**src/core/ambs_defs.svh**
```systemverilog
// constants shared by the multiplexed bus slave
`ifndef AMBS_DEFS_SVH
`define AMBS_DEFS_SVH

// ==========================================
// bus widths
`define AMBS_DAL_W          16
`define AMBS_CTL_W          6
`define AMBS_PIN_W          22
`define AMBS_PIN_IDLE       22'h3FFFFF

// ==========================================
// timing
`define AMBS_CLK_PERIOD_NS  5
`define AMBS_DESKEW_NS      100
`define AMBS_CNT_W          8

// ==========================================
// byte lanes
`define AMBS_BYTE_SEL_BIT   0
`define AMBS_BE_LO          2'h1
`define AMBS_BE_HI          2'h2
`define AMBS_BE_WORD        2'h3

// ==========================================
// default decode and vector
`define AMBS_ADDR_BASE      16'h1F40
`define AMBS_ADDR_MASK      16'hFFF0
`define AMBS_VECTOR         16'h0060

`endif

```
**src/core/ambs_pkg.sv**
```systemverilog
// types of the multiplexed bus slave
package ambs_pkg;

  // ==========================================
  // transfer sequencer states
  typedef enum logic [3:0] {
    AMBS_IDLE,
    AMBS_SELECTED,
    AMBS_UNSEL,
    AMBS_RD_WAIT,
    AMBS_RD_DRIVE,
    AMBS_RD_REPLY,
    AMBS_WR_DESKEW,
    AMBS_WR_REPLY,
    AMBS_VEC_DRIVE,
    AMBS_VEC_REPLY
  } ambs_state_e;

endpackage

```
**src/core/ambs_slave.sv**
```systemverilog
// slave end of the asynchronous multiplexed address/data bus
`timescale 1ns/1ps
`include "ambs_defs.svh"

// Functional notes
// - transfer lasts while sync stays asserted
// - data-in under sync is read; reply
// - data-in without sync requests vector
// - deskew after data-out before latching data
// - reply to data-out to finish write
// - byte write touches only addressed byte
// - reply only after data driven or taken
// - request line when enable and request set
// - requesting device blocks acknowledge, drives vector
// - drop request, assert reply with vector
// - idle device passes acknowledge downstream
// - same lines carry address then data
module ambs_slave #(
  parameter logic [15:0] ADDR_BASE = `AMBS_ADDR_BASE,
  parameter logic [15:0] ADDR_MASK = `AMBS_ADDR_MASK,
  parameter logic        BANK7_SEL = 1'b1,
  parameter logic [15:0] VECTOR    = `AMBS_VECTOR,
  parameter int          DESKEW_NS = `AMBS_DESKEW_NS
) (
  input  wire logic                   i_clk_sys,
  input  wire logic                   i_arst_n,
  input  wire logic                   i_sync_n,
  input  wire logic                   i_din_n,
  input  wire logic                   i_dout_n,
  input  wire logic                   i_wtbt_n,
  input  wire logic                   i_bank7_n,
  input  wire logic                   i_iak_in_n,
  input  wire logic [`AMBS_DAL_W-1:0] i_dal_n,
  output logic      [`AMBS_DAL_W-1:0] o_dal_n,
  output logic                        o_dal_oe_n,
  output logic                        o_rply_n,
  output logic                        o_irq_n,
  output logic                        o_iak_out_n,
  output logic      [`AMBS_DAL_W-1:0] o_addr,
  output logic                        o_bank7,
  output logic                        o_rd_req,
  input  wire logic                   i_rd_valid,
  input  wire logic [`AMBS_DAL_W-1:0] i_rd_data,
  output logic                        o_wr_req,
  output logic      [`AMBS_DAL_W-1:0] o_wr_data,
  output logic      [1:0]             o_wr_be,
  input  wire logic                   i_irq_set,
  input  wire logic                   i_irq_enable,
  output logic                        o_vec_done
);

  localparam int DESKEW_CYC =
    (DESKEW_NS + `AMBS_CLK_PERIOD_NS - 1) / `AMBS_CLK_PERIOD_NS;

  if (DESKEW_CYC < 1 || DESKEW_CYC > (1 << `AMBS_CNT_W) - 1) begin : g_chk
    $error("deskew count does not fit the counter");
  end

  // ==========================================
  // byte enable decode
  function automatic logic [1:0] be_of(input logic byte_op,
                                       input logic a0);
    if (!byte_op)
      be_of = `AMBS_BE_WORD;
    else if (a0)
      be_of = `AMBS_BE_HI;
    else
      be_of = `AMBS_BE_LO;
  endfunction

  // ==========================================
  // pin synchronisers
  logic [`AMBS_PIN_W-1:0] pins_s;
  logic [`AMBS_DAL_W-1:0] dal_s;
  logic                   sync_s;
  logic                   din_s;
  logic                   dout_s;
  logic                   wtbt_s;
  logic                   bs7_s;
  logic                   iaki_s;

  ambs_sync #(
    .W       (`AMBS_PIN_W),
    .RST_VAL (`AMBS_PIN_IDLE)
  ) u_sync (
    .i_clk_sys (i_clk_sys),
    .i_arst_n  (i_arst_n),
    .i_d       ({i_iak_in_n, i_bank7_n, i_wtbt_n, i_dout_n, i_din_n,
                 i_sync_n, i_dal_n}),
    .o_q       (pins_s)
  );

  assign dal_s  = ~pins_s[`AMBS_DAL_W-1:0];
  assign sync_s = ~pins_s[`AMBS_DAL_W];
  assign din_s  = ~pins_s[`AMBS_DAL_W+1];
  assign dout_s = ~pins_s[`AMBS_DAL_W+2];
  assign wtbt_s = ~pins_s[`AMBS_DAL_W+3];
  assign bs7_s  = ~pins_s[`AMBS_DAL_W+4];
  assign iaki_s = ~pins_s[`AMBS_DAL_W+5];

  // ==========================================
  // sequencer state
  ambs_pkg::ambs_state_e  state_reg;
  ambs_pkg::ambs_state_e  state_next;
  logic [`AMBS_DAL_W-1:0] addr_reg;
  logic [`AMBS_DAL_W-1:0] addr_next;
  logic                   bank7_reg;
  logic                   bank7_next;
  logic                   wr_cyc_reg;
  logic                   wr_cyc_next;
  logic [`AMBS_CNT_W-1:0] cnt_reg;
  logic [`AMBS_CNT_W-1:0] cnt_next;
  logic [`AMBS_DAL_W-1:0] dal_out_reg;
  logic [`AMBS_DAL_W-1:0] dal_out_next;
  logic                   dal_oe_reg;
  logic                   dal_oe_next;
  logic                   rply_reg;
  logic                   rply_next;
  logic                   rd_req_reg;
  logic                   rd_req_next;
  logic                   wr_req_reg;
  logic                   wr_req_next;
  logic [`AMBS_DAL_W-1:0] wr_data_reg;
  logic [`AMBS_DAL_W-1:0] wr_data_next;
  logic [1:0]             wr_be_reg;
  logic [1:0]             wr_be_next;
  logic                   irq_req_reg;
  logic                   irq_req_next;
  logic                   irq_reg;
  logic                   irq_next;
  logic                   ia_seen_reg;
  logic                   ia_seen_next;
  logic                   ia_pass_reg;
  logic                   ia_pass_next;
  logic                   iako_reg;
  logic                   iako_next;
  logic                   vec_done_reg;
  logic                   vec_done_next;
  logic                   req_act;
  logic                   in_vec;
  logic                   hit;

  assign req_act = irq_req_reg & i_irq_enable;
  assign in_vec  = (state_reg == ambs_pkg::AMBS_VEC_DRIVE) ||
                   (state_reg == ambs_pkg::AMBS_VEC_REPLY);
  assign hit     = ((dal_s & ADDR_MASK) == ADDR_BASE) &&
                   (bs7_s == BANK7_SEL);

  always_comb begin
    state_next    = state_reg;
    addr_next     = addr_reg;
    bank7_next    = bank7_reg;
    wr_cyc_next   = wr_cyc_reg;
    cnt_next      = cnt_reg;
    dal_out_next  = dal_out_reg;
    dal_oe_next   = dal_oe_reg;
    rply_next     = rply_reg;
    rd_req_next   = 1'b0;
    wr_req_next   = 1'b0;
    wr_data_next  = wr_data_reg;
    wr_be_next    = wr_be_reg;
    vec_done_next = 1'b0;
    ia_seen_next  = ia_seen_reg & iaki_s;
    ia_pass_next  = ia_pass_reg & iaki_s;
    irq_req_next  = irq_req_reg;
    case (state_reg)
      ambs_pkg::AMBS_IDLE: begin
        if (sync_s) begin
          // address and flags taken at sync edge
          addr_next   = dal_s;
          bank7_next  = bs7_s;
          wr_cyc_next = wtbt_s;
          state_next  = hit ? ambs_pkg::AMBS_SELECTED
                            : ambs_pkg::AMBS_UNSEL;
        end else if (iaki_s && !ia_seen_reg) begin
          ia_seen_next = 1'b1;
          if (req_act) begin
            // grant: block acknowledge, put vector out
            dal_out_next = VECTOR;
            dal_oe_next  = 1'b1;
            state_next   = ambs_pkg::AMBS_VEC_DRIVE;
          end else begin
            ia_pass_next = 1'b1;
          end
        end
      end
      ambs_pkg::AMBS_UNSEL: begin
        if (!sync_s)
          state_next = ambs_pkg::AMBS_IDLE;
      end
      ambs_pkg::AMBS_SELECTED: begin
        if (!sync_s) begin
          state_next = ambs_pkg::AMBS_IDLE;
        end else if (din_s) begin
          rd_req_next = 1'b1;
          state_next  = ambs_pkg::AMBS_RD_WAIT;
        end else if (dout_s) begin
          cnt_next   = `AMBS_CNT_W'(DESKEW_CYC - 1);
          state_next = ambs_pkg::AMBS_WR_DESKEW;
        end
      end
      ambs_pkg::AMBS_RD_WAIT: begin
        if (!din_s) begin
          state_next = sync_s ? ambs_pkg::AMBS_SELECTED
                              : ambs_pkg::AMBS_IDLE;
        end else if (i_rd_valid) begin
          dal_out_next = i_rd_data;
          dal_oe_next  = 1'b1;
          state_next   = ambs_pkg::AMBS_RD_DRIVE;
        end
      end
      ambs_pkg::AMBS_RD_DRIVE: begin
        // data stands a cycle before reply
        rply_next  = 1'b1;
        state_next = ambs_pkg::AMBS_RD_REPLY;
      end
      ambs_pkg::AMBS_RD_REPLY: begin
        if (!din_s) begin
          rply_next   = 1'b0;
          dal_oe_next = 1'b0;
          state_next  = sync_s ? ambs_pkg::AMBS_SELECTED
                               : ambs_pkg::AMBS_IDLE;
        end
      end
      ambs_pkg::AMBS_WR_DESKEW: begin
        if (!dout_s) begin
          state_next = sync_s ? ambs_pkg::AMBS_SELECTED
                              : ambs_pkg::AMBS_IDLE;
        end else if (cnt_reg != '0) begin
          cnt_next = cnt_reg - `AMBS_CNT_W'(1);
        end else begin
          wr_data_next = dal_s;
          wr_be_next   = be_of(wtbt_s,
                               addr_reg[`AMBS_BYTE_SEL_BIT]);
          wr_req_next  = 1'b1;
          rply_next    = 1'b1;
          state_next   = ambs_pkg::AMBS_WR_REPLY;
        end
      end
      ambs_pkg::AMBS_WR_REPLY: begin
        if (!dout_s) begin
          rply_next  = 1'b0;
          state_next = sync_s ? ambs_pkg::AMBS_SELECTED
                              : ambs_pkg::AMBS_IDLE;
        end
      end
      ambs_pkg::AMBS_VEC_DRIVE: begin
        if (din_s) begin
          rply_next  = 1'b1;
          state_next = ambs_pkg::AMBS_VEC_REPLY;
        end else if (!iaki_s) begin
          dal_oe_next = 1'b0;
          state_next  = ambs_pkg::AMBS_IDLE;
        end
      end
      ambs_pkg::AMBS_VEC_REPLY: begin
        if (!din_s) begin
          rply_next     = 1'b0;
          dal_oe_next   = 1'b0;
          vec_done_next = 1'b1;
          state_next    = ambs_pkg::AMBS_IDLE;
        end
      end
      default: begin
        state_next = ambs_pkg::AMBS_IDLE;
      end
    endcase
    // new request wins over clear by a served vector
    if (i_irq_set)
      irq_req_next = 1'b1;
    else if (vec_done_next)
      irq_req_next = 1'b0;
    irq_next  = req_act && !in_vec &&
                (state_next != ambs_pkg::AMBS_VEC_DRIVE);
    iako_next = iaki_s && ia_pass_next;
  end

  always_ff @(posedge i_clk_sys or negedge i_arst_n) begin
    if (!i_arst_n) begin
      state_reg    <= ambs_pkg::AMBS_IDLE;
      addr_reg     <= '0;
      bank7_reg    <= 1'b0;
      wr_cyc_reg   <= 1'b0;
      cnt_reg      <= '0;
      dal_out_reg  <= '0;
      dal_oe_reg   <= 1'b0;
      rply_reg     <= 1'b0;
      rd_req_reg   <= 1'b0;
      wr_req_reg   <= 1'b0;
      wr_data_reg  <= '0;
      wr_be_reg    <= '0;
      irq_req_reg  <= 1'b0;
      irq_reg      <= 1'b0;
      ia_seen_reg  <= 1'b0;
      ia_pass_reg  <= 1'b0;
      iako_reg     <= 1'b0;
      vec_done_reg <= 1'b0;
    end else begin
      state_reg    <= state_next;
      addr_reg     <= addr_next;
      bank7_reg    <= bank7_next;
      wr_cyc_reg   <= wr_cyc_next;
      cnt_reg      <= cnt_next;
      dal_out_reg  <= dal_out_next;
      dal_oe_reg   <= dal_oe_next;
      rply_reg     <= rply_next;
      rd_req_reg   <= rd_req_next;
      wr_req_reg   <= wr_req_next;
      wr_data_reg  <= wr_data_next;
      wr_be_reg    <= wr_be_next;
      irq_req_reg  <= irq_req_next;
      irq_reg      <= irq_next;
      ia_seen_reg  <= ia_seen_next;
      ia_pass_reg  <= ia_pass_next;
      iako_reg     <= iako_next;
      vec_done_reg <= vec_done_next;
    end
  end

  // ==========================================
  // outputs, bus side active low
  assign o_dal_n     = ~dal_out_reg;
  assign o_dal_oe_n  = ~dal_oe_reg;
  assign o_rply_n    = ~rply_reg;
  assign o_irq_n     = ~irq_reg;
  assign o_iak_out_n = ~iako_reg;
  assign o_addr      = addr_reg;
  assign o_bank7     = bank7_reg;
  assign o_rd_req    = rd_req_reg;
  assign o_wr_req    = wr_req_reg;
  assign o_wr_data   = wr_data_reg;
  assign o_wr_be     = wr_be_reg;
  assign o_vec_done  = vec_done_reg;
endmodule

```
**src/core/ambs_sync.sv**
```systemverilog
// two-flop synchroniser bank for bus pins
`timescale 1ns/1ps
module ambs_sync #(
  parameter int             W       = 1,
  parameter logic [W-1:0]   RST_VAL = '0
) (
  input  wire logic         i_clk_sys,
  input  wire logic         i_arst_n,
  input  wire logic [W-1:0] i_d,
  output logic      [W-1:0] o_q
);

  logic [W-1:0] meta_reg;
  logic [W-1:0] meta_next;
  logic [W-1:0] q_reg;
  logic [W-1:0] q_next;

  always_comb begin
    meta_next = i_d;
    q_next    = meta_reg;
  end

  always_ff @(posedge i_clk_sys or negedge i_arst_n) begin
    if (!i_arst_n) begin
      meta_reg <= RST_VAL;
      q_reg    <= RST_VAL;
    end else begin
      meta_reg <= meta_next;
      q_reg    <= q_next;
    end
  end

  assign o_q = q_reg;

endmodule

```
**config.mk**
```make
export PLATFORM = sky130hd
export DESIGN_NAME = ambs_slave
export DESIGN_NICKNAME = d
export VERILOG_FILES = /design/src/core/ambs_pkg.sv /design/src/core/ambs_slave.sv /design/src/core/ambs_sync.sv
export VERILOG_INCLUDE_DIRS = /design/src /design/src/core
export SDC_FILE = /design/constraint.sdc
export NUM_CORES = 1
export LEC_CHECK = 0
export BUFFER_PORTS_ARGS = -buffer_cell sky130_fd_sc_hd__buf_2
export CAP_MARGIN = 20
export CORE_ASPECT_RATIO = 0.7
export CORE_UTILIZATION = 58
export CTS_CLUSTER_DIAMETER = 150
export DETAILED_ROUTE_END_ITERATION = 10
export GPL_ROUTABILITY_DRIVEN = 0
export HOLD_SLACK_MARGIN = 0.05
export PLACE_DENSITY = 0.85
export SYNTH_ARGS = -nofsm -noshare
export SYNTH_HDL_FRONTEND = slang
export SYNTH_SLANG_ARGS = --single-unit
```
**constraint.sdc**
```tcl
create_clock -name i_clk_sys -period 6.1 [get_ports i_clk_sys]
set_clock_uncertainty 0.15 [all_clocks]
set_input_delay 0.915 -clock i_clk_sys [delete_from_list [all_inputs] [get_ports i_clk_sys]]
set_output_delay 0.915 -clock i_clk_sys [all_outputs]
set_load 0.05 [all_outputs]
```
==> out/summary.txt <==
Status - finished clean
Post-CTS Setup Bufs - 0
RSZ-0062 raised after global routing - false
Syn_area_per_cell - 11.78 um2
#FFs+latches synth - 117
Most common cell after layout, fill and taps aside - buf_2
Vias in the first global route - 3112
Cell area after synthesis - 4523 um2
Slew Viols, Final - 0
Via count - 3302
GRT Total Usage - 0.2547
Synth warn - 0
VDD IR max - 0.3841 mV
Syn Nets - 428
Grt ovf - 0
Num rows - 26
M1 GR Usage - 0.3347
Hold buffer count at cts - 0
Sw Ratio - 0.4213
Die Width - 107.6 um
Comb pwr share - 0.350
Fin nets - 529
Tightest Pin Transition - 0.9967 ns
Fin cells - 596
# setup viols final - 0
CP Data Required Time - 6.34 ns
Max frequency - 0.3293 GHz
Buf+Inv Stages, Crit Path - 0
Maxcap violations - 0
Post-route setup slack - 3.063 ns
Dpl hpwl - 6068 um
CTS Sinks - 117
Area of the die - 8161 um2
Initial DRT Pass Iterations - 5
Antenna violations before repair - 0
CP Capture Type - register
CP Launch Type - register
Most Crowded Layer GR - met2
CTS root buf - clkbuf_8
H-tree depth - 4
Setup CP Type - reg -> reg
Clock buffer depth - 2
Delay-heaviest family, CP - simple AND/OR/NAND/NOR gates
Worst-skew pair later-pin latency - 0.51 ns
Fin crit share - 0.4978
Setup TNS - 0 ns
Area Growth Syn to Fin - 26.03%
NetSw - 1.427 mW
EDFF count, synth - 0
Top_reg_cell synth - dfrtp_1
Syn Inst Count - 384
Initial DRC Count - 173
Io pins - 101
DRC - 0
Final min period - 3.037 ns
GR met2 Demand/Resource - 0.3932
Port buffer count - 100
Leak - 2.673 nW
Initial Utilization - 0.6098
Register Area - 2983 um2
Post_cts resized - 0
CP Cell Sequence - nand2_1, nor3_2, a41oi_2, a22o_1
Netlist cell types - 53
HP Class - reg -> reg
Chip Height - 75.89 um
Most frequent cells in the layout - buf_2 (99), dfrtp_1 (73), dfstp_2 (44), nand2_1 (42), o21ai_1 (29)
Critical path's largest stage delay - 0.88 ns
Fraction of registers with async set/reset - 1.000
CTS Buf Count - 17
Area of the multi-input gates - 1354 um2
Placed Cells - 564
Vias per Instance - 5.540
Final-report hold violation count - 0
Pre-CTS setup slack - 2.896 ns
CP max stage cell - dfrtp_1
P_int - 1.961 mW
Design Power - 3.388 mW
Antenna Cells - 0
Met3 Resource Use GR - 0.09410
Maximum number of pins on one net before global-route repair - 69
First-pass GRT wire length - 15210 um
Crit-path max FO - 29
Remaining antenna violation count after routing - 0
Post-synthesis sequential area ratio - 0.6595
Detailed-route wire length per cell - 16.12 um
Clock power share - 0.303
Clock Pin Slew Worst Setup and Hold Paths - 0.06 ns
PwrDens - 594.3 nW/um2
Core Region - 7417 um2
Share of cells above drive strength 1 - 0.3835
Reg power frac - 0.347
Slew margin rel. - 0.3319
DRT Wirelength - 9608 um
Worst Path Arrival - 3.28 ns
CTS tree - built
Fill cell count - 478
layer usage:
layer	vias up	wire length [um]	part of all wire
met4	0	163	0.017
met5	-	0	0
met3	18	649	0.068
li1	1548	-	-
met2	124	4630	0.48
met1	1612	4164	0.43
power groups by stage:
stage               Combinational, mW  Sequential [mW]  Clock, mW
finish                           1.18             1.18       1.03
global route                     1.28             1.21       1.08
CTS                              1.19             1.17       1.04
detailed placement               1.18             1.18          0
global placement                 1.14             1.17          0
floorplan                       0.618             1.45          0
synthesized netlist by cell type (3+ instances only):
master,number,area [um2]
clkbuf_1,15,56.30
dfrtp_1,73,1827
nor2b_1,6,37.54
inv_1,26,97.59
a22o_1,15,131.4
nand3_1,8,40.04
nor4bb_1,4,40.04
nand2b_1,9,56.30
nand4_1,5,31.28
nor3b_1,5,37.54
buf_2,5,25.02
a21oi_1,12,60.06
mux2i_1,3,30.03
nor3_1,6,30.03
nand2_1,42,157.7
o21ai_0,16,80.08
nor4_1,5,31.28
dfstp_2,44,1156
o21ai_1,29,145.1
nor2_1,14,52.55
layout make-up:
cell class / count / share of cell area
inverters: 26 / 0.01712
clock buffers: 18 / 0.07507
multi-input cells: 220 / 0.2375
well taps: 98 / 0.02151
clock inverters: 14 / 0.03336
repair buffers: 103 / 0.09219
flip-flops and latches: 117 / 0.5233
path summary, 6_finish.rpt:
kind / start / end / slack [ns] / cells past startpoint
min in group asynchronous: i_arst_n / cnt_reg[7]$_DFFE_PN0P_ / 0.25 / 1
worst max-delay path: state_reg[1]$_DFF_PN0_ / dal_out_reg[8]$_DFFE_PN0P_ / 3.06 / 4
worst min-delay path: u_sync.meta_reg[16]$_DFF_PN1_ / u_sync.o_q[16]$_DFF_PN1_ / 0.21 / 0
max in group asynchronous: i_arst_n / state_reg[1]$_DFF_PN0_ / 4.34 / 2
worst min register to register: u_sync.meta_reg[16]$_DFF_PN1_ / u_sync.o_q[16]$_DFF_PN1_ / 0.21 / 0
worst max register to register: state_reg[1]$_DFF_PN0_ / dal_out_reg[8]$_DFFE_PN0P_ / 3.06 / 4
metrics by stage:
step / hold WS [ns] / utilization / instance area, um2
final: 0.2056 / 0.7686 / 5700
after global routing: 0.2061 / 0.7686 / 5700
after CTS: 0.2055 / 0.7686 / 5700
after detailed placement: 0.1968 / 0.6852 / 5082
after global placement: 0.1954 / 0.6852 / 5082
after floorplan: 0.1952 / - / 4523
worst register-to-register path, delay by kind of cell (launching register included):
family / cells / cell delay (ns)
flops: 1 / 0.88
compound gates: 2 / 0.72
simple gates: 2 / 1.18
logic make-up after synthesis:
group / share of synthesized area
AOI/OAI and AO/OA: 0.1383
buffers and inverters: 0.04122
and+or+nand+nor: 0.1419
xor gates and xnor gates: 0.003873
DFF: 0.6595
adders and majority gates: 0.002766
muxes: 0.01245
Power figures use the tool's default switching activity.
